<file path="src/pfpt_pkg.sv">
// Package for the fault policy and die temperature register pair.
// Assumes a 100 MHz system clock and command-coded register access.
package pfpt_pkg;
  localparam logic [7:0] PFPT_CMD_TEMP = 8'h2c;
  localparam logic [7:0] PFPT_CMD_POLICY = 8'h2d;
  localparam logic [7:0] PFPT_TEMP_RESET = 8'h00;
  localparam logic [7:0] PFPT_POLICY_RESET = 8'h00;
  localparam logic [7:0] PFPT_UNMAPPED_READ = 8'h00;
  // Policy field positions; upper bit of each pair serves channels 3-4
  localparam int PFPT_OVERCURRENT_LSB = 6;
  localparam int PFPT_POWER_CUT_LSB = 4;
  localparam int PFPT_SUMMED_PCUT_LSB = 2;
  localparam int PFPT_DISCONNECT_LSB = 0;
  // Temperature = offset + code * step, in millidegrees Celsius
  localparam int PFPT_TEMP_OFFSET_MDEGC = -20000;
  localparam int PFPT_TEMP_STEP_MDEGC = 652;
  localparam int PFPT_TEMP_FULL_SCALE_MDEGC = 146200;
  // Disconnect thresholds in microamps, typical
  localparam int PFPT_DISCONNECT_LOW_UA = 4500;
  localparam int PFPT_DISCONNECT_HIGH_UA = 6500;
  localparam int PFPT_CLK_KHZ = 100000;
  localparam int PFPT_TEMP_REFRESH_MS = 1000;
  localparam int PFPT_TEMP_REFRESH_CYCLES = PFPT_TEMP_REFRESH_MS * PFPT_CLK_KHZ;
endpackage

</file>
<file path="src/pfpt_temp_if.sv">
// Carrier between the temperature sampler and the register bank.
// Assumes both ends share clk_sys.
`timescale 1ns/1ns
interface pfpt_temp_if;
  logic [7:0] code;
  logic refreshed;
  modport producer (output code, output refreshed);
  modport consumer (input code, input refreshed);
endinterface

</file>
<file path="src/pfpt_fault_policy_regs.sv">
// Fault policy and die temperature registers of a four-channel pair group.
// Assumes fault inputs are clk_sys logic; commands arrive one per cycle.
`timescale 1ns/1ns
module pfpt_fault_policy_regs
  import pfpt_pkg::*;
#(
  parameter int REFRESH_CYCLES = PFPT_TEMP_REFRESH_CYCLES
) (
  input wire logic clk_sys,
  input wire logic srst,
  input wire logic cmdValid,
  input wire logic cmdWrite,
  input wire logic [7:0] cmdCode,
  input wire logic [7:0] cmdWrData,
  output logic [7:0] cmdRdData,
  output logic cmdRdValid,
  input wire logic [7:0] convCode,
  input wire logic autoMode,
  input wire logic [1:0] singleSigTurnOn,
  input wire logic [3:0] overcurrentFault,
  input wire logic [3:0] powerCutFault,
  input wire logic [1:0] summedPowerCutFault,
  output logic [3:0] channelOff,
  output logic [1:0] summedPowerCutActive,
  output logic [1:0] disconnectThresholdSelect
);
  pfpt_temp_if temp ();
  logic [7:0] policy;
  logic [1:0] overcurrentBothChannelOff;
  logic [1:0] powerCutBothChannelOff;
  logic [1:0] summedPowerCutEnable;
  logic [1:0] autoSet;
  logic [3:0] next_channelOff;

  pfpt_temp_sampler #(
    .REFRESH_CYCLES(REFRESH_CYCLES)
  ) u_sampler (
    .clk_sys(clk_sys),
    .srst(srst),
    .convCode(convCode),
    .temp(temp)
  );

  assign overcurrentBothChannelOff = policy[PFPT_OVERCURRENT_LSB +: 2];
  assign powerCutBothChannelOff = policy[PFPT_POWER_CUT_LSB +: 2];
  assign summedPowerCutEnable = policy[PFPT_SUMMED_PCUT_LSB +: 2];
  assign autoSet = autoMode ? singleSigTurnOn : 2'b00;

  // Host write, then the automatic set on top so a same-cycle turn-on is not lost
  always_ff @(posedge clk_sys) begin
    if (srst) begin
      policy <= PFPT_POLICY_RESET;
    end else begin
      if (cmdValid && cmdWrite && cmdCode == PFPT_CMD_POLICY) begin
        policy <= cmdWrData;
      end
      for (int p = 0; p < 2; p++) begin
        if (autoSet[p]) begin
          policy[PFPT_OVERCURRENT_LSB + p] <= 1'b1;
          policy[PFPT_POWER_CUT_LSB + p] <= 1'b1;
        end
      end
    end
  end

  // Reads answer one cycle later; writes to the temperature byte are ignored
  always_ff @(posedge clk_sys) begin
    if (srst) begin
      cmdRdData <= PFPT_UNMAPPED_READ;
      cmdRdValid <= 1'b0;
    end else begin
      cmdRdValid <= cmdValid && !cmdWrite;
      if (cmdValid && !cmdWrite) begin
        case (cmdCode)
          PFPT_CMD_TEMP: cmdRdData <= temp.code;
          PFPT_CMD_POLICY: cmdRdData <= policy;
          default: cmdRdData <= PFPT_UNMAPPED_READ;
        endcase
      end
    end
  end

  // Per port: channels 2p and 2p+1 form one 4-pair port
  always_comb begin
    next_channelOff = 4'h0;
    for (int p = 0; p < 2; p++) begin
      logic ocAny;
      logic pcAny;
      ocAny = overcurrentFault[2*p] | overcurrentFault[2*p+1];
      pcAny = powerCutFault[2*p] | powerCutFault[2*p+1];
      // Overcurrent acts whatever the summed enable says
      if (overcurrentBothChannelOff[p]) begin
        next_channelOff[2*p +: 2] = {2{ocAny}};
      end else begin
        next_channelOff[2*p +: 2] = overcurrentFault[2*p +: 2];
      end
      if (powerCutBothChannelOff[p]) begin
        next_channelOff[2*p +: 2] = next_channelOff[2*p +: 2] | {2{pcAny}};
      end else begin
        next_channelOff[2*p +: 2] = next_channelOff[2*p +: 2] | powerCutFault[2*p +: 2];
      end
      if (summedPowerCutEnable[p] && summedPowerCutFault[p]) begin
        next_channelOff[2*p +: 2] = 2'b11;
      end
    end
  end

  always_ff @(posedge clk_sys) begin
    if (srst) begin
      channelOff <= 4'h0;
      summedPowerCutActive <= 2'b00;
      disconnectThresholdSelect <= 2'b00;
    end else begin
      channelOff <= next_channelOff;
      summedPowerCutActive <= summedPowerCutEnable;
      disconnectThresholdSelect <= policy[PFPT_DISCONNECT_LSB +: 2];
    end
  end
endmodule // pfpt_fault_policy_regs

</file>
<file path="src/pfpt_temp_sampler.sv">
// Periodic die temperature sampler with whole-byte capture.
// Assumes the converter result is stable logic on clk_sys.
`timescale 1ns/1ns
module pfpt_temp_sampler
  import pfpt_pkg::*;
#(
  parameter int REFRESH_CYCLES = PFPT_TEMP_REFRESH_CYCLES
) (
  input wire logic clk_sys,
  input wire logic srst,
  input wire logic [7:0] convCode,
  pfpt_temp_if.producer temp
);
  logic [31:0] tickCount;
  logic tick;

  always_ff @(posedge clk_sys) begin
    if (srst || tick) begin
      tickCount <= 32'h0;
    end else begin
      tickCount <= tickCount + 32'h1;
    end
  end

  assign tick = (tickCount == 32'(REFRESH_CYCLES - 1));

  // One register load, so a read never mixes two conversions
  always_ff @(posedge clk_sys) begin
    if (srst) begin
      temp.code <= PFPT_TEMP_RESET;
      temp.refreshed <= 1'b0;
    end else begin
      temp.refreshed <= tick;
      if (tick) begin
        temp.code <= convCode;
      end
    end
  end
endmodule // pfpt_temp_sampler

</file>
<file path="config.mk">
export PLATFORM = sky130hd
export DESIGN_NAME = pfpt_fault_policy_regs
export DESIGN_NICKNAME = d
export VERILOG_FILES = /design/src/pfpt_pkg.sv /design/src/pfpt_temp_if.sv /design/src/pfpt_fault_policy_regs.sv /design/src/pfpt_temp_sampler.sv
export SDC_FILE = /design/constraint.sdc
export NUM_CORES = 1
export LEC_CHECK = 0
export ABC_AREA = 1
export BUFFER_PORTS_ARGS = -buffer_cell sky130_fd_sc_hd__buf_2
export CAP_MARGIN = 25
export CORE_ASPECT_RATIO = 0.7
export CORE_UTILIZATION = 51
export CTS_CLUSTER_SIZE = 25
export DETAILED_ROUTE_END_ITERATION = 10
export PLACE_DENSITY = 0.73
export SYNTH_ARGS = -nofsm -noshare
export SYNTH_HDL_FRONTEND = slang
export SYNTH_SLANG_ARGS = --single-unit
</file>
<file path="constraint.sdc">
create_clock -name clk_sys -period 1.5 [get_ports clk_sys]
set_input_delay 0.15 -clock clk_sys [delete_from_list [all_inputs] [get_ports clk_sys]]
set_output_delay 0.15 -clock clk_sys [all_outputs]
set_load 0.02 [all_outputs]
</file>
==> impl_metrics.ini, run 1 <==
[detailed_routing]
remaining_drc_errors = 0
ant_nets = 0
num_vias = 3565
wl_per_cell_um = 12.61
viasPerCell = 4.986
drt_pass1_iterations = 5
drtIter0Drc = 255
drt-total-wl_mm = 9.017

[timing]
max_slew.worst_pin.slew_ns = 0.4513
rsz0062_at_grt = yes
period_minus_slack_ns = 1.476
final.setup_skew_ns = 0.008067
hold_viol_final = 0
finalSetupViolCount = 0
timing.final.max_slew_violations = 0
tns_ns = 0
slew_headroom_pct = 69.88
post-route-period-util_pct = 98.38
clock.fmax_mhz = 677.7

[power_and_ir_drop]
p_per_area_nw_per_um2 = 911.8
power.leakage_nw = 1.889
p_total_w = 0.003968
ir_worst_vdd_v = 0.0004231

[cells_and_area]
nets = 661
diodes = 0
drive_gt1_share_pct = 22.76
area_growth_pct = 26.93

[global_routing]
grt-ovfl-total = 0
grt_first_pass_wirelength_mm = 14.32
grt_max_degree = 19
grt_pass1_vias = 3162
grt_use_total_pct = 26.00
antenna_found_initial = 0

[clocking]
clkTransAtPathRegs_ns = 0.07
numCtsBuffers = 9
clk_latency_ns = 0.34
cts_root_buf = clkbuf_8
ctsHtreeMaxLevel = 3
cts.sinks = 65
clock_path_buffers = 2
cts_tree = done

[yosys]
ys_seq_area_share_pct = 37.96
synth.avg_cell_area_sq_um = 6.384
yosys_warnings = 0
synth_async_sr_flop_share_pct = 0
synth-edff-count = 0
syn_area_sq_um = 3428
ys_ff_latch = 65
ys.flop_type = dfxtp_1
syn_inst = 537
synth_nets = 579
yosysUniqueCellTypes = 30

[critical_path]
cp-end-kind = flip-flop
cp.required_ns = 1.74
critPathKind = reg2reg
cp.arrival_ns = 1.72
path_max_fanout = 4
cp-start-kind = flip-flop

[die]
core_sq_um = 6366
io_pins = 58
rows = 24
die_w_um = 100.0
start_util_pct = 53.85
die_h_um = 70.60
dieArea_sq_um = 7059

[run]
drv_cap = 0

[run_status]
status = completed

[placement]
io_buffers = 57
gp_congestion = 0.9152
dpl.hpwl_mm = 6.580

[hold_path]
hold_class = in2reg
power breakdown:
part | internal [W] | switching (W) | total [W]
sequential | 0.00176 | 0.0000245 | 0.00179
combinational | 0.000153 | 0.000184 | 0.000337
clock | 0.00115 | 0.000695 | 0.00184
total | 0.00306 | 0.000903 | 0.00397
cells in the final DEF, fill, tap and decap left out, drive strengths merged, types with 13 or more instances in the layout:
| cell type | netlist | layout |
|---|---|---|
| inv | 64 | 64 |
| clkbuf | 1 | 14 |
| dfxtp | 65 | 65 |
| nand3 | 50 | 50 |
| nor2 | 142 | 142 |
| nand2 | 153 | 153 |
| a21oi | 13 | 13 |
| buf | 8 | 76 |
synth_stat cells, types with 3 or more instances:
cell type / instances / area share [%]
o21ai_0: 5 / 0.73
a21oi_1: 9 / 1.3
xnor2_1: 6 / 1.5
nand4_1: 7 / 1.3
a21oi_2: 4 / 1.0
dfxtp_1: 65 / 38
nand3_1: 49 / 7.2
nand2_1: 149 / 16
xor2_1: 7 / 1.8
nor2_2: 6 / 1.1
buf_6: 4 / 1.3
nor2_4: 3 / 0.99
nor2_1: 133 / 15
nand3b_1: 4 / 0.88
inv_1: 63 / 6.9
nand2_2: 4 / 0.73
kinds of logic (layout without fill, tap and decap cells):
family | count (synthesis) | count (layout) | share of synthesized area (%)
adder cells (fa/ha/maj) | 1 | 1 | 0.3649
XOR/XNOR | 13 | 13 | 3.321
buffers and inverters | 73 | 160 | 9.160
flip-flops | 65 | 65 | 37.96
AO/OA/AOI/OAI | 23 | 23 | 4.014
AND/OR/NAND/NOR | 362 | 362 | 45.18
area by class of cell:
type                    count  area, sq um
well taps                  91        113.9
multi-input cells         399         1902
clock buffers              11        141.4
repair buffers             80        541.8
flip-flops and latches     65         1310
inverters                  64        240.2
fillers                   587         2014
clock inverters             5        102.6
state kept, by name, indices dropped and copies added (netlist names):
register	count
u_sampler.tickCount	32
u_sampler.temp.code	8
summedPowerCutActive	2
cmdRdValid	1
disconnectThresholdSelect	2
policy	8
channelOff	4
cmdRdData	8
path summary, 6_finish.rpt:
path              slack, ns  cells after the start                     from                            to
setup / recovery       0.02                      7  u_sampler.tickCount[12]       u_sampler.tickCount[21]
hold / removal         0.03                      3             cmdWrData[3]                     policy[3]
setup reg to reg       0.02                      7  u_sampler.tickCount[12]       u_sampler.tickCount[21]
hold reg to reg        0.46                      2                policy[0]  disconnectThresholdSelect[0]
metrics by stage:
stage	hold slack, ns	std cells	instance area [sq um]	setup slack [ns]	utilization [%]
after floorplan	0.2276	537	3428	0.05394	-
after CTS	0.01813	710	4163	0.01493	65.39
after detailed placement	0.3569	693	3906	0.007000	61.36
after global placement	0.3429	693	3906	0.04899	61.36
after global routing	0.03915	715	4352	-0.05120	68.36
final	0.03041	715	4352	0.02435	68.36
critical path, cell delays in order, from the launching register on:
cell and delay [ns]:
dfxtp_1 0.43, nand2_1 0.14, nor2_2 0.24, nand2_1 0.09
nor2_1 0.22, nand4_1 0.13, nand2_1 0.08, nor2_1 0.04
per-layer routing:
layer / up-vias / track usage, % / part of all wire (%)
li1: 1814 / - / -
met4: 0 / 7.729 / 1.2
met2: 121 / 37.85 / 41
met3: 16 / 6.028 / 6.8
met5: - / 0 / 0
met1: 1614 / 38.33 / 51
what timing repair did:
item,in CTS,in global routing
gates resized for setup,1,32
endpoints found under the hold margin,1,0
setup buffers,0,1
gates cloned,0,4
hold buffers,1,0
endpoints found under the setup margin,2,40
pin swaps,1,7
Note: power is estimated with default switching activity, not from simulation.
==> run 2, diff against run 1 <==
--- a/config.mk
+++ b/config.mk
@@ -12,6 +12,8 @@
 export CORE_UTILIZATION = 51
 export CTS_CLUSTER_SIZE = 25
 export DETAILED_ROUTE_END_ITERATION = 10
+export GPL_ROUTABILITY_DRIVEN = 0
+export MAX_ROUTING_LAYER = met4
 export PLACE_DENSITY = 0.73
 export SYNTH_ARGS = -nofsm -noshare
 export SYNTH_HDL_FRONTEND = slang
==> impl_metrics.ini, run 2 (synthesis results as in run 1) <==
[die]
io_pins = 58
die_h_um = 70.60
dieArea_sq_um = 7059
die_w_um = 100.0
rows = 24
start_util_pct = 53.85
core_sq_um = 6366

[timing]
max_slew.worst_pin.slew_ns = 0.4314
final.setup_skew_ns = 0.007941
timing.final.max_slew_violations = 0
finalSetupViolCount = 1
period_minus_slack_ns = 1.527
hold_viol_final = 0
post-route-period-util_pct = 101.8
rsz0062_at_grt = yes
clock.fmax_mhz = 655.0
setup_slack_ns = -0.02661
slew_headroom_pct = 71.21

[detailed_routing]
ant_nets = 0
num_vias = 3571
wl_per_cell_um = 12.72
remaining_drc_errors = 0
drt-total-wl_mm = 9.160
drtIter0Drc = 249
drt_pass1_iterations = 5
viasPerCell = 4.960

[critical_path]
critical-path-slowest-cell = dfxtp_2
cp_num_cells = 9
path_max_fanout = 8
cp.required_ns = 1.75
cp-start-kind = flip-flop
path_cells = ha_4 -> inv_4 -> nor2_4 -> buf_6 -> nand3_4 -> nor2_4 -> nand3_1 -> nand2_1 -> nor2_1
crit_top_cell = nor2_4
critical_path.max_stage_delay_ns = 0.36
r2r_cells = 9
cp_top_family = simple AND/OR/NAND/NOR gates
critPathKind = reg2reg
critPathBufInv = 2
cp.arrival_ns = 1.78
cp-end-kind = flip-flop

[cells_and_area]
largest_reg_flops = 32
diodes = 0
final_cell_mix = nand2_1 (145), nor2_1 (121), inv_1 (61)
area_growth_pct = 28.76
drive_gt1_share_pct = 25.91
nets = 666
regMostFlops = u_sampler.tickCount
final_common_cell = nand2_1
fin_util_pct = 69.34

[power_and_ir_drop]
power.leakage_nw = 1.913
p_clk_share_pct = 38.3
ir_worst_vdd_v = 0.0004303
pwr-share-seq_pct = 51.4
combPwrFrac_pct = 10.2
p_sw_share_pct = 27.47
p_per_area_nw_per_um2 = 788.4
intPower_w = 0.002524
p_sw_w = 0.0009559
p_total_w = 0.003480

[clocking]
ctsHtreeMaxLevel = 3
clock_path_buffers = 2
numCtsBuffers = 9
cts.sinks = 65
clk_latency_ns = 0.36
cts_tree = done
clkTransAtPathRegs_ns = 0.08
cts_root_buf = clkbuf_8

[global_routing]
grt-ovfl-total = 0
grt_use_total_pct = 26.99
grt_pass1_vias = 3038
antenna_found_initial = 0
grt_max_degree = 17
grt_first_pass_wirelength_mm = 14.21

[run]
drv_cap = 0

[run_status]
violations = negative setup slack
status = finished, violations left

[hold_path]
whs_path_depth = 3
hold_class = in2reg

[placement]
dpl.hpwl_mm = 6.610
pre_cts_slack_ns = -0.02056
io_buffers = 57
## run 2: area by class of cell
class / count / area, sq um
repair buffers: 85 / 610.6
inverters: 64 / 247.7
flip-flops and latches: 65 / 1319
clock buffers: 9 / 123.9
fillers: 555 / 1952
clock inverters: 7 / 47.55
multi-input cells: 399 / 1952
well taps: 91 / 113.9
## run 2: metal layers
metal / GRT usage, % / part of all wire (%)
met1: 39.11 / 49
met2: 36.40 / 41
met3: 6.719 / 8.7
met4: 8.696 / 1.1
met5: - / 0
## run 2: power groups by stage
| stage | Sequential (W) | Clock [W] | Combinational, W |
|---|---|---|---|
| 6_report | 0.00179 | 0.00133 | 0.000356 |
| 5_1_grt | 0.00179 | 0.00142 | 0.000397 |
| 4_1_cts | 0.00179 | 0.00135 | 0.000325 |
| 3_5_place_dp | 0.00183 | 0 | 0.000304 |
| 3_3_place_gp | 0.00182 | 0 | 0.000298 |
| 2_1_floorplan | 0.00185 | 0 | 0.000150 |
## run 2: repair_timing
action | CTS | global route
hold buffers | 1 | 0
setup buffers | 3 | 5
endpoints found under the hold margin | 1 | 0
gates resized for setup | 4 | 53
setup endpoints to repair | 30 | 40
cloned | 1 | 2
pin swaps | 3 | 15
## run 2: metrics by stage
stage / instances / setup TNS [ns] / hold WS (ns) / cell area, sq um
2_1_floorplan: 537 / 0 / 0.2276 / 3428
3_3_place_gp: 692 / 0 / 0.3428 / 3899
3_5_place_dp: 692 / -0.1752 / 0.3505 / 3899
4_1_cts: 713 / -0.1133 / 0.01368 / 4158
5_1_grt: 720 / -1.220 / 0.03061 / 4414
6_report: 720 / -0.02661 / 0.01491 / 4414
## run 2: path summary, 6_finish.rpt
path                               start                            to  slack (ns)
hold reg to reg                policy[0]  disconnectThresholdSelect[0]        0.47
setup reg to reg  u_sampler.tickCount[1]        u_sampler.temp.code[1]       -0.03
setup / recovery  u_sampler.tickCount[1]        u_sampler.temp.code[1]       -0.03
hold / removal              cmdWrData[3]                     policy[3]        0.01
## run 2: worst min-delay path, delay by kind of cell
kind | cells | cell delay (ns)
AND/OR/NAND/NOR | 2 | 0.11
buffers and inverters | 1 | 0.08
